**config.mk**
```make
export PLATFORM = sky130hd
export DESIGN_NAME = ctae_exec
export DESIGN_NICKNAME = d
export VERILOG_FILES = /design/src/shared/ctae_pkg.sv /design/src/shared/ctae_alu_if.sv /design/src/design/ctae_alu.sv /design/src/design/ctae_exec.sv
export SDC_FILE = /design/constraint.sdc
export NUM_CORES = 1
export LEC_CHECK = 0
export BUFFER_PORTS_ARGS = -buffer_cell sky130_fd_sc_hd__buf_2
export CAP_MARGIN = 20
export CORE_ASPECT_RATIO = 1.25
export CORE_UTILIZATION = 59
export CTS_CLUSTER_SIZE = 40
export DETAILED_ROUTE_END_ITERATION = 10
export GPL_TIMING_DRIVEN = 1
export PLACE_DENSITY = 0.9
export RECOVER_POWER = 50
export SYNTH_ARGS = -nofsm -noshare
export SYNTH_HDL_FRONTEND = slang
export SYNTH_HIERARCHICAL = 1
export SYNTH_SLANG_ARGS = --single-unit
```
**constraint.sdc**
```tcl
create_clock -name sys_clk_in -period 12.6 [get_ports sys_clk_in]
set_input_delay 1.26 -clock sys_clk_in [delete_from_list [all_inputs] [get_ports sys_clk_in]]
set_output_delay 1.26 -clock sys_clk_in [all_outputs]
set_load 0.005 [all_outputs]
```
**src/shared/ctae_pkg.sv**
```systemverilog
// constants and types shared by the transfer/arithmetic execution unit
// assumes instructions arrive already decoded from the fetch path
package ctae_pkg;

   typedef enum logic [2:0] {
      OP_MOV,
      OP_XCH,
      OP_WORD_MOVE_OP,
      OP_XCHW,
      OP_ADD,
      OP_ADD_WITH_CARRY_OP,
      OP_SUB
   } ctae_op_e;

   // operand form; to_reg chooses direction where a form can go both ways
   typedef enum logic [3:0] {
      F_IMM,
      F_REG,
      F_SADDR,
      F_SADDR_IMM,
      F_ABS,
      F_IND_DE,
      F_IND_HL,
      F_IND_HLB,
      F_PSW,
      F_PSW_IMM
   } ctae_form_e;

   // absolute register numbers
   localparam logic [2:0] R_X = 3'h0;
   localparam logic [2:0] R_A = 3'h1;
   localparam logic [2:0] R_C = 3'h2;
   localparam logic [2:0] R_B = 3'h3;
   localparam logic [2:0] R_E = 3'h4;
   localparam logic [2:0] R_D = 3'h5;
   localparam logic [2:0] R_L = 3'h6;
   localparam logic [2:0] R_H = 3'h7;

   // pair numbers
   localparam logic [1:0] RP_AX = 2'h0;
   localparam logic [1:0] RP_BC = 2'h1;
   localparam logic [1:0] RP_DE = 2'h2;
   localparam logic [1:0] RP_HL = 2'h3;

   // program status word bit positions
   localparam int unsigned PSW_IE = 7;
   localparam int unsigned PSW_Z  = 6;
   localparam int unsigned PSW_AC = 4;
   localparam int unsigned PSW_CY = 0;

   localparam logic [7:0]  PSW_RESET = 8'h00;
   localparam logic [7:0]  GPR_RESET = 8'h00;

   // short direct window: field 20h..ffh then 00h..1fh maps fe20h..ff1fh
   localparam logic [15:0] SADDR_BASE = 16'hfe20;
   localparam logic [7:0]  SADDR_OFF0 = 8'h20;
   localparam logic [15:0] TABLE_BASE = 16'h0040;

   // cycle counts in cpu clocks, byte lengths
   localparam logic [3:0]  CYC_4 = 4'h4;
   localparam logic [3:0]  CYC_6 = 4'h6;
   localparam logic [3:0]  CYC_8 = 4'h8;
   localparam logic [1:0]  LEN_1 = 2'h1;
   localparam logic [1:0]  LEN_2 = 2'h2;
   localparam logic [1:0]  LEN_3 = 2'h3;

endpackage

```
**src/shared/ctae_alu_if.sv**
```systemverilog
// operand and result bundle between the execution unit and its adder
// assumes the adder is purely combinational
interface ctae_alu_if;
   logic [7:0] a;
   logic [7:0] b;
   logic       cin;
   logic       sub;
   logic [7:0] result;
   logic       carry;
   logic       half;
   logic       zero;

   modport exec (output a, b, cin, sub, input result, carry, half, zero);
   modport alu  (input a, b, cin, sub, output result, carry, half, zero);
endinterface

```
**src/design/ctae_alu.sv**
```systemverilog
// 8-bit add/subtract with carry-in, carry/borrow, nibble carry and zero
// assumes operands are stable within the cycle they are used
module ctae_alu (
   ctae_alu_if.alu alu_port
);

   logic [8:0] full;
   logic [4:0] nib;

   always_comb begin
      if (alu_port.sub) begin
         full = {1'b0, alu_port.a} - {1'b0, alu_port.b} - {8'h00, alu_port.cin};
         nib  = {1'b0, alu_port.a[3:0]} - {1'b0, alu_port.b[3:0]} - {4'h0, alu_port.cin};
      end else begin
         full = {1'b0, alu_port.a} + {1'b0, alu_port.b} + {8'h00, alu_port.cin};
         nib  = {1'b0, alu_port.a[3:0]} + {1'b0, alu_port.b[3:0]} + {4'h0, alu_port.cin};
      end
   end

   // bit 8 is the carry on add and the borrow on subtract
   assign alu_port.result = full[7:0];
   assign alu_port.carry  = full[8];
   assign alu_port.half   = nib[4];
   assign alu_port.zero   = (full[7:0] == 8'h00);

endmodule

```
**src/design/ctae_exec.sv**
```systemverilog
// execution unit for transfer, exchange, word move and add/add_with_carry_op/sub
// assumes a decoded instruction with start_in, a data memory answering a
// read one clock after mem_rd_out, and cpu_clk_en_in from the clock divider
module ctae_exec (
   input  wire logic                 sys_clk_in,
   input  wire logic                 resetn_in,
   input  wire logic                 cpu_clk_en_in,
   input  wire logic                 start_in,
   input  ctae_pkg::ctae_op_e        op_in,
   input  ctae_pkg::ctae_form_e      form_in,
   input  wire logic                 to_reg_in,
   input  wire logic [2:0]           reg_in,
   input  wire logic [1:0]           register_pair_operand_in,
   input  wire logic [7:0]           imm8_in,
   input  wire logic [15:0]          imm16_in,
   input  wire logic [7:0]           saddr_in,
   input  wire logic [15:0]          absolute_address_in,
   input  wire logic [4:0]           table_address_in,
   input  wire logic [7:0]           branch_displacement_in,
   input  wire logic [15:0]          pc_in,
   input  wire logic                 nmi_enter_in,
   input  wire logic                 nmi_exit_in,
   input  wire logic [7:0]           mem_rdata_in,
   output logic                      busy_out,
   output logic                      done_out,
   output logic [1:0]                insn_len_out,
   output logic [7:0]                acc_out,
   output logic [7:0]                program_status_word_out,
   output logic                      nmi_in_service_flag_out,
   output logic [15:0]               table_entry_addr_out,
   output logic [15:0]               branch_target_out,
   output logic [7:0]                bit_mask_out,
   output logic [15:0]               mem_addr_out,
   output logic [7:0]                mem_wdata_out,
   output logic                      mem_rd_out,
   output logic                      mem_wr_out
);

   ////////////////////////////////////////////////////////////////////////////
   // helpers

   function automatic logic [15:0] saddr_addr(input logic [7:0] off);
      saddr_addr = ctae_pkg::SADDR_BASE + {8'h00, 8'(off - ctae_pkg::SADDR_OFF0)};
   endfunction

   function automatic logic is_mem(input ctae_pkg::ctae_form_e f);
      is_mem = (f == ctae_pkg::F_SADDR) || (f == ctae_pkg::F_SADDR_IMM) || (f == ctae_pkg::F_ABS) ||
               (f == ctae_pkg::F_IND_DE) || (f == ctae_pkg::F_IND_HL) || (f == ctae_pkg::F_IND_HLB);
   endfunction

   function automatic logic [3:0] insn_clocks(input ctae_pkg::ctae_op_e o, input ctae_pkg::ctae_form_e f,
                                              input logic tr, input logic [2:0] r);
      logic exchange_op;
      exchange_op = (o == ctae_pkg::OP_XCH);
      unique case (f)
         ctae_pkg::F_IMM:       insn_clocks = (o == ctae_pkg::OP_MOV || o == ctae_pkg::OP_WORD_MOVE_OP) ?
                                              ctae_pkg::CYC_6 : ctae_pkg::CYC_4;
         ctae_pkg::F_REG:       insn_clocks = (o == ctae_pkg::OP_XCHW) ? ctae_pkg::CYC_8 :
                                              (exchange_op && r != ctae_pkg::R_X) ? ctae_pkg::CYC_6 : ctae_pkg::CYC_4;
         ctae_pkg::F_SADDR:     insn_clocks = exchange_op ? ctae_pkg::CYC_6 :
                                              (o == ctae_pkg::OP_WORD_MOVE_OP) ? (tr ? ctae_pkg::CYC_6 : ctae_pkg::CYC_8) :
                                              ctae_pkg::CYC_4;
         ctae_pkg::F_SADDR_IMM: insn_clocks = ctae_pkg::CYC_6;
         ctae_pkg::F_ABS:       insn_clocks = ctae_pkg::CYC_8;
         ctae_pkg::F_PSW:       insn_clocks = ctae_pkg::CYC_4;
         ctae_pkg::F_PSW_IMM:   insn_clocks = ctae_pkg::CYC_6;
         default:               insn_clocks = exchange_op ? ctae_pkg::CYC_8 : ctae_pkg::CYC_6;
      endcase
   endfunction

   function automatic logic [1:0] insn_len(input ctae_pkg::ctae_op_e o, input ctae_pkg::ctae_form_e f,
                                           input logic [2:0] r);
      unique case (f)
         ctae_pkg::F_IMM:       insn_len = (o == ctae_pkg::OP_MOV || o == ctae_pkg::OP_WORD_MOVE_OP) ?
                                           ctae_pkg::LEN_3 : ctae_pkg::LEN_2;
         ctae_pkg::F_REG:       insn_len = (o == ctae_pkg::OP_WORD_MOVE_OP || o == ctae_pkg::OP_XCHW ||
                                           (o == ctae_pkg::OP_XCH && r == ctae_pkg::R_X)) ?
                                           ctae_pkg::LEN_1 : ctae_pkg::LEN_2;
         ctae_pkg::F_SADDR,
         ctae_pkg::F_IND_HLB,
         ctae_pkg::F_PSW:       insn_len = ctae_pkg::LEN_2;
         ctae_pkg::F_IND_DE,
         ctae_pkg::F_IND_HL:    insn_len = ctae_pkg::LEN_1;
         default:               insn_len = ctae_pkg::LEN_3;
      endcase
   endfunction

   ////////////////////////////////////////////////////////////////////////////
   // state

   typedef enum logic [2:0] {S_IDLE, S_RD, S_CAP, S_EXEC, S_WR, S_WAIT} ctae_state_e;

   ctae_state_e          state;
   ctae_state_e          next_state;
   logic [7:0]           gpr [8];
   logic [7:0]           next_gpr [8];
   logic [7:0]           program_status_word;
   logic [7:0]           next_psw;
   logic                 nmi_active;
   ctae_pkg::ctae_op_e   op_q;
   ctae_pkg::ctae_form_e form_q;
   logic                 to_reg_q;
   logic [2:0]           reg_q;
   logic [1:0]           pair_q;
   logic [7:0]           imm8_q;
   logic [15:0]          imm16_q;
   logic [15:0]          ea;
   logic [3:0]           need;
   logic [3:0]           cnt;
   logic                 word_q;
   logic                 wr_q;
   logic                 idx;
   logic                 next_idx;
   logic [15:0]          rbuf;
   logic [15:0]          wbuf;
   logic [15:0]          exec_wbuf;
   logic [15:0]          next_wbuf;

   ctae_alu_if alu_bus ();

   ctae_alu u_alu (
      .alu_port (alu_bus.alu)
   );

   ////////////////////////////////////////////////////////////////////////////
   // decode of the incoming instruction

   wire        accept   = (state == S_IDLE) && start_in;
   wire        in_word  = (op_in == ctae_pkg::OP_WORD_MOVE_OP);
   wire        in_arith = (op_in == ctae_pkg::OP_ADD) || (op_in == ctae_pkg::OP_ADD_WITH_CARRY_OP) || (op_in == ctae_pkg::OP_SUB);
   wire        in_mem   = is_mem(form_in);
   wire        in_mov   = (op_in == ctae_pkg::OP_MOV) || in_word;
   wire        in_rd    = in_mem && (in_mov ? (to_reg_in && form_in != ctae_pkg::F_SADDR_IMM) : 1'b1);
   wire        in_wr    = in_mem && ((in_mov && (!to_reg_in || form_in == ctae_pkg::F_SADDR_IMM)) ||
                                     op_in == ctae_pkg::OP_XCH || (in_arith && form_in == ctae_pkg::F_SADDR_IMM));
   wire [15:0] de       = {gpr[ctae_pkg::R_D], gpr[ctae_pkg::R_E]};
   wire [15:0] hl       = {gpr[ctae_pkg::R_H], gpr[ctae_pkg::R_L]};
   wire [15:0] raw_ea   = (form_in == ctae_pkg::F_ABS)      ? absolute_address_in :
                          (form_in == ctae_pkg::F_IND_DE)   ? de :
                          (form_in == ctae_pkg::F_IND_HL)   ? hl :
                          (form_in == ctae_pkg::F_IND_HLB)  ? hl + {8'h00, imm8_in} :
                          saddr_addr(saddr_in);
   wire [15:0] in_ea    = in_word ? {raw_ea[15:1], 1'b0} : raw_ea;

   ////////////////////////////////////////////////////////////////////////////
   // sequencing

   always_comb begin
      next_state = state;
      next_idx   = idx;
      unique case (state)
         S_IDLE: begin
            next_idx = 1'b0;
            if (start_in) begin
               next_state = in_rd ? S_RD : S_EXEC;
            end
         end
         S_RD:   next_state = S_CAP;
         S_CAP: begin
            if (word_q && !idx) begin
               next_state = S_RD;
               next_idx   = 1'b1;
            end else begin
               next_state = S_EXEC;
            end
         end
         S_EXEC: begin
            next_idx   = 1'b0;
            next_state = wr_q ? S_WR : S_WAIT;
         end
         S_WR: begin
            if (word_q && !idx) begin
               next_idx = 1'b1;
            end else begin
               next_state = S_WAIT;
            end
         end
         S_WAIT: begin
            if (cnt >= need) begin
               next_state = S_IDLE;
            end
         end
      endcase
   end

   ////////////////////////////////////////////////////////////////////////////
   // execution

   wire [15:0] ax       = {gpr[ctae_pkg::R_A], gpr[ctae_pkg::R_X]};
   wire [15:0] sel_pair = {gpr[{pair_q, 1'b1}], gpr[{pair_q, 1'b0}]};
   wire        q_arith  = (op_q == ctae_pkg::OP_ADD) || (op_q == ctae_pkg::OP_ADD_WITH_CARRY_OP) || (op_q == ctae_pkg::OP_SUB);

   assign alu_bus.a   = (form_q == ctae_pkg::F_SADDR_IMM) ? rbuf[7:0] : gpr[ctae_pkg::R_A];
   assign alu_bus.b   = (form_q == ctae_pkg::F_IMM || form_q == ctae_pkg::F_SADDR_IMM) ? imm8_q :
                        (form_q == ctae_pkg::F_REG) ? gpr[reg_q] : rbuf[7:0];
   assign alu_bus.cin = (op_q == ctae_pkg::OP_ADD_WITH_CARRY_OP) && program_status_word[ctae_pkg::PSW_CY];
   assign alu_bus.sub = (op_q == ctae_pkg::OP_SUB);

   always_comb begin
      next_gpr  = gpr;
      next_psw  = program_status_word;
      exec_wbuf = wbuf;
      unique case (op_q)
         ctae_pkg::OP_MOV: begin
            unique case (form_q)
               ctae_pkg::F_IMM:       next_gpr[reg_q] = imm8_q;
               ctae_pkg::F_REG: begin
                  if (to_reg_q) begin
                     next_gpr[ctae_pkg::R_A] = gpr[reg_q];
                  end else begin
                     next_gpr[reg_q] = gpr[ctae_pkg::R_A];
                  end
               end
               ctae_pkg::F_PSW_IMM:   next_psw = imm8_q;
               ctae_pkg::F_PSW: begin
                  if (to_reg_q) begin
                     next_gpr[ctae_pkg::R_A] = program_status_word;
                  end else begin
                     next_psw = gpr[ctae_pkg::R_A];
                  end
               end
               ctae_pkg::F_SADDR_IMM: exec_wbuf = {8'h00, imm8_q};
               default: begin
                  if (to_reg_q) begin
                     next_gpr[ctae_pkg::R_A] = rbuf[7:0];
                  end else begin
                     exec_wbuf = {8'h00, gpr[ctae_pkg::R_A]};
                  end
               end
            endcase
         end
         ctae_pkg::OP_XCH: begin
            if (form_q == ctae_pkg::F_REG) begin
               next_gpr[reg_q]         = gpr[ctae_pkg::R_A];
               next_gpr[ctae_pkg::R_A] = gpr[reg_q];
            end else begin
               next_gpr[ctae_pkg::R_A] = rbuf[7:0];
               exec_wbuf               = {8'h00, gpr[ctae_pkg::R_A]};
            end
         end
         ctae_pkg::OP_WORD_MOVE_OP: begin
            if (form_q == ctae_pkg::F_IMM) begin
               next_gpr[{pair_q, 1'b1}] = imm16_q[15:8];
               next_gpr[{pair_q, 1'b0}] = imm16_q[7:0];
            end else if (form_q == ctae_pkg::F_REG && !to_reg_q) begin
               next_gpr[{pair_q, 1'b1}] = gpr[ctae_pkg::R_A];
               next_gpr[{pair_q, 1'b0}] = gpr[ctae_pkg::R_X];
            end else if (form_q == ctae_pkg::F_REG) begin
               next_gpr[ctae_pkg::R_A] = sel_pair[15:8];
               next_gpr[ctae_pkg::R_X] = sel_pair[7:0];
            end else if (to_reg_q) begin
               next_gpr[ctae_pkg::R_A] = rbuf[15:8];
               next_gpr[ctae_pkg::R_X] = rbuf[7:0];
            end else begin
               exec_wbuf = ax;
            end
         end
         ctae_pkg::OP_XCHW: begin
            next_gpr[{pair_q, 1'b1}] = gpr[ctae_pkg::R_A];
            next_gpr[{pair_q, 1'b0}] = gpr[ctae_pkg::R_X];
            next_gpr[ctae_pkg::R_A]  = sel_pair[15:8];
            next_gpr[ctae_pkg::R_X]  = sel_pair[7:0];
         end
         default: begin
            next_psw[ctae_pkg::PSW_Z]  = alu_bus.zero;
            next_psw[ctae_pkg::PSW_AC] = alu_bus.half;
            next_psw[ctae_pkg::PSW_CY] = alu_bus.carry;
            if (form_q == ctae_pkg::F_SADDR_IMM) begin
               exec_wbuf = {8'h00, alu_bus.result};
            end else begin
               next_gpr[ctae_pkg::R_A] = alu_bus.result;
            end
         end
      endcase
   end

   wire        exec_now = (state == S_EXEC);
   assign next_wbuf     = exec_now ? exec_wbuf : wbuf;
   wire [7:0]  new_a    = exec_now ? next_gpr[ctae_pkg::R_A] : gpr[ctae_pkg::R_A];
   wire [7:0]  new_psw  = exec_now ? next_psw : program_status_word;

   ////////////////////////////////////////////////////////////////////////////
   // registers

   always_ff @(posedge sys_clk_in or negedge resetn_in) begin
      if (!resetn_in) begin
         state <= S_IDLE;
         idx   <= 1'b0;
         cnt   <= 4'h0;
         rbuf  <= 16'h0000;
         wbuf  <= 16'h0000;
         program_status_word   <= ctae_pkg::PSW_RESET;
         nmi_active <= 1'b0;
         for (int i = 0; i < 8; i++) begin
            gpr[i] <= ctae_pkg::GPR_RESET;
         end
      end else begin
         state <= next_state;
         idx   <= next_idx;
         wbuf  <= next_wbuf;
         program_status_word   <= new_psw;
         if (exec_now) begin
            gpr <= next_gpr;
         end
         if (state == S_CAP) begin
            if (idx) begin
               rbuf[15:8] <= mem_rdata_in;
            end else begin
               rbuf[7:0] <= mem_rdata_in;
            end
         end
         if (accept) begin
            cnt <= 4'h0;
         end else if (cpu_clk_en_in && state != S_IDLE && cnt != 4'hf) begin
            cnt <= cnt + 4'h1;
         end
         if (nmi_enter_in) begin
            nmi_active <= 1'b1;
         end else if (nmi_exit_in) begin
            nmi_active <= 1'b0;
         end
      end
   end

   always_ff @(posedge sys_clk_in or negedge resetn_in) begin
      if (!resetn_in) begin
         op_q    <= ctae_pkg::OP_MOV;
         form_q  <= ctae_pkg::F_IMM;
         to_reg_q <= 1'b0;
         reg_q   <= 3'h0;
         pair_q  <= 2'h0;
         imm8_q  <= 8'h00;
         imm16_q <= 16'h0000;
         ea      <= 16'h0000;
         need    <= 4'h0;
         word_q  <= 1'b0;
         wr_q    <= 1'b0;
      end else if (accept) begin
         op_q    <= op_in;
         form_q  <= form_in;
         to_reg_q <= to_reg_in;
         reg_q   <= reg_in;
         pair_q  <= register_pair_operand_in;
         imm8_q  <= imm8_in;
         imm16_q <= imm16_in;
         ea      <= in_ea;
         need    <= insn_clocks(op_in, form_in, to_reg_in, reg_in);
         word_q  <= in_word;
         wr_q    <= in_wr;
      end
   end

   ////////////////////////////////////////////////////////////////////////////
   // outputs, all flopped

   always_ff @(posedge sys_clk_in or negedge resetn_in) begin
      if (!resetn_in) begin
         busy_out                <= 1'b0;
         done_out                <= 1'b0;
         insn_len_out            <= 2'h0;
         acc_out                 <= ctae_pkg::GPR_RESET;
         program_status_word_out <= ctae_pkg::PSW_RESET;
         nmi_in_service_flag_out <= 1'b0;
         table_entry_addr_out    <= 16'h0000;
         branch_target_out       <= 16'h0000;
         bit_mask_out            <= 8'h00;
         mem_addr_out            <= 16'h0000;
         mem_wdata_out           <= 8'h00;
         mem_rd_out              <= 1'b0;
         mem_wr_out              <= 1'b0;
      end else begin
         busy_out                <= (next_state != S_IDLE);
         done_out                <= (state == S_WAIT) && (next_state == S_IDLE);
         acc_out                 <= new_a;
         program_status_word_out <= new_psw;
         nmi_in_service_flag_out <= nmi_enter_in || (nmi_active && !nmi_exit_in);
         mem_rd_out              <= (next_state == S_RD);
         mem_wr_out              <= (next_state == S_WR);
         mem_wdata_out           <= next_idx ? next_wbuf[15:8] : next_wbuf[7:0];
         mem_addr_out            <= accept ? in_ea : {ea[15:1], ea[0] | next_idx};
         if (accept) begin
            insn_len_out <= insn_len(op_in, form_in, reg_in);
            table_entry_addr_out <= ctae_pkg::TABLE_BASE + {10'h000, table_address_in, 1'b0};
            branch_target_out <= pc_in + {{8{branch_displacement_in[7]}}, branch_displacement_in};
            bit_mask_out <= 8'h01 << imm8_in[2:0];
         end
      end
   end

endmodule

```
==> flow_summary_export.csv <==
group,metric,value,unit
grt,gr-usage-met3,12.2,%
floorplan,coreArea,0.0304,mm2
setup_path,crit_slowest_cell,"clkbuf_1",
timing,max_freq,137,MHz
setup_path,crit_buf_inv,3,
layout,final_nets,2465,
synthesis,synth_edf_count,0,
setup_path,crit_arrival,7880,ps
clock_tree,clockRootBuffer,"clkbuf_16",
floorplan,start_util,60.5,%
setup_path,path_class,"input pin to asynchronous set/reset pin",
clock_tree,cts_max_level,1,
setup_path,cp_max_fo,118,
setup_path,startpoint_type,"input pin",
clock_tree,clkSlewWorstSetupHoldPaths,60,ps
setup_path,required,13200,ps
clock_tree,cts_resized,0,
clock_tree,clk_latency,570,ps
status,outcome,"finished with violations",
grt,use_met2,67.9,%
synthesis,yosysSeqAreaShare,32.7,%
synthesis,yosys_warnings,6,
layout,fin_util,66.7,%
timing,setup-tns-final,0,ps
grt,grt_usage,43.2,%
synthesis,async_flop_share,100,%
floorplan,dieArea,0.0319,mm2
layout,drive_above_1_share,14.1,%
grt,use_met1,49.4,%
drt,wl,69.9,mm
synthesis,syn-cell-area,0.0184,mm2
power_and_ir_drop,powerDensity,299,mW/mm2
drt,wl_per_cell,25.6,um
synthesis,synth_seq_cells,240,
clock_tree,cts_sinks,240,
timing,finalSetupViolCount,0,
synthesis,netlist-cell-type-count,87,
grt,grt-busiest-layer,"met2",
floorplan,die_h,199,um
floorplan,num_rows,71,
floorplan,die_w,160,um
clock_tree,cts_tree,"built",
status,violations,"max-capacitance violations, max-slew violations",
setup_path,path_delay_family,"buffers and inverters",
grt,grt_pass1_wl,106,mm
drt,ant_nets,0,
drt,firstDrtPassIters,8,
timing,worst_pin_slew,6560,ps
setup_path,crit_path_max_incr_delay,4490,ps
worst_hold_path,worst_hold_path_type,"flip-flop to flip-flop",
grt,antenna_found_initial,3,
clock_tree,clk_path_buf_depth,3,
drt,drcViolationCount,0,
grt,grt_pass1_vias,18400,
grt,grt_max_degree,119,
drt,drtIter0Drc,2766,
synthesis,ys.flop_type,"dfrtp_1",
power_and_ir_drop,leakage,0.00887,uW
timing,relSlewSlack,-337,%
placed_design,portBuffers,180,
power_and_ir_drop,p_total,6060,uW
layout,area_delta_synth_final,10.3,%
setup_path,endpoint_kind,"asynchronous set/reset pin",
drt,routed-via-count,19200,
setup_path,cp_cell_sequence,"clkbuf_1, buf_4, buf_4",
timing,rsz0062_at_grt,"no",
power_and_ir_drop,peakVddDrop,0.219,mV
drt,via_per_inst,7.03,
clock_tree,cts_made_buffers,26,
timing,finalHoldViolations,0,
timing,finalClockSkew,17.0,ps
clock_tree,cts_setup_buffers,0,
placed_design,hpwl,47.0,mm
clock_tree,cts-hold-fix-buffers,0,
synthesis,synth.avg_cell_area,8.23,um2
timing,timing.final.crit_share,57.8,%
placed_design,place_congestion,1.01,
layout,fill_cells,2519,
flow_run,cap_violations,4,
synthesis,syn_inst,2236,
grt,overflow,0,
timing,slew_violations,276,
timing,min_period,7280,ps
setup_path,critPathMostFrequentCell,"buf_4",
floorplan,pin_count,191,
## where the power goes
group | switching [uW] | internal (uW) | total, uW | leakage, uW
clock | 340 | 486 | 826 | 0.000438
sequential | 513 | 1090 | 1610 | 0.00302
combinational | 2250 | 1380 | 3630 | 0.00541
total | 3100 | 2960 | 6060 | 0.00887
## through the flow
step / instances / instance area, um2 / hold WS, ps / setup WS (ps)
floorplan: 2245 / 18400 / 446 / 7890
detailed placement: 2674 / 19400 / 447 / 7020
global placement: 2674 / 19400 / 443 / 7110
global route: 2727 / 20300 / 497 / 4140
finish: 2727 / 20300 / 467 / 5320
CTS: 2722 / 20300 / 465 / 7000
## area by class of cell
class                   count  area (um2)  area share, %
diodes                      1        2.50         0.0123
clock buffers              35         724           3.57
clock inverters            13         184          0.907
inverters                  97         364           1.80
multi-input cells        1704       11200           55.4
flip-flops and latches    240        6010           29.6
well taps                 401         502           2.47
repair buffers            236        1250           6.19
## placed cells by master, fill, tap and decap left out, drive strengths merged, types with 30 or more instances in the layout
cell,instances
inv,96
buf,185
nand2,266
nor2,146
ha,50
mux2i,113
nor2b,30
clkbuf,86
o211ai,42
mux2,54
o21ai,234
a21oi,231
dfrtp,240
o22ai,64
a22o,36
## metal layers
metal	vias to the layer above	routed length (um)	part of all wire, %
met4	6	6530	9.3
met1	9023	23500	34
met3	468	8370	12
li1	8264	-	-
met5	-	46	0.066
met2	1411	31400	45
## Yosys cell counts (30+ instances only)
cell        n  area, um2
a21oi_1   229       1150
mux2i_1   113       1130
buf_1      31        116
a22o_1     36        315
clkbuf_1  133        499
nor2_1    146        548
dfrtp_1   240       6010
nor2b_1    30        188
o211ai_1   42        315
ha_1       50        626
o22ai_1    64        400
o21ai_0   232       1160
mux2_2     54        608
inv_1      96        360
nand2_1   266        998
## worst paths after layout
path / start / to / slack (ps) / cells past startpoint
max: resetn_in / mem_wdata_out[5]$_DFF_PN0_ / 5320 / 3
min: table_entry_addr_out[6]$_DFFE_PN0P_ / table_entry_addr_out[6]$_DFFE_PN0P_ / 470 / 1
max reg2reg: reg_q[0]$_DFFE_PN0P_ / mem_wdata_out[6]$_DFF_PN0_ / 6850 / 15
min reg2reg: table_entry_addr_out[6]$_DFFE_PN0P_ / table_entry_addr_out[6]$_DFFE_PN0P_ / 470 / 1
max in group sys_clk_in: reg_q[0]$_DFFE_PN0P_ / mem_wdata_out[6]$_DFF_PN0_ / 6850 / 15
min in group asynchronous: resetn_in / branch_target_out[15]$_DFFE_PN0P_ / 3140 / 1
## kinds of logic (layout without fill, tap and decap cells)
family | after synthesis | after routing | share of synthesized area (%)
compound gates | 829 | 829 | 28.3
xor+xnor | 42 | 42 | 2.00
fa+ha+maj | 57 | 57 | 4.11
buf+inv | 301 | 381 | 6.56
flops | 240 | 240 | 32.7
mux | 187 | 187 | 11.9
other cells | 1 | 11 | 0.0204
simple gates | 579 | 579 | 14.4
(Power assumes the default switching activity.)
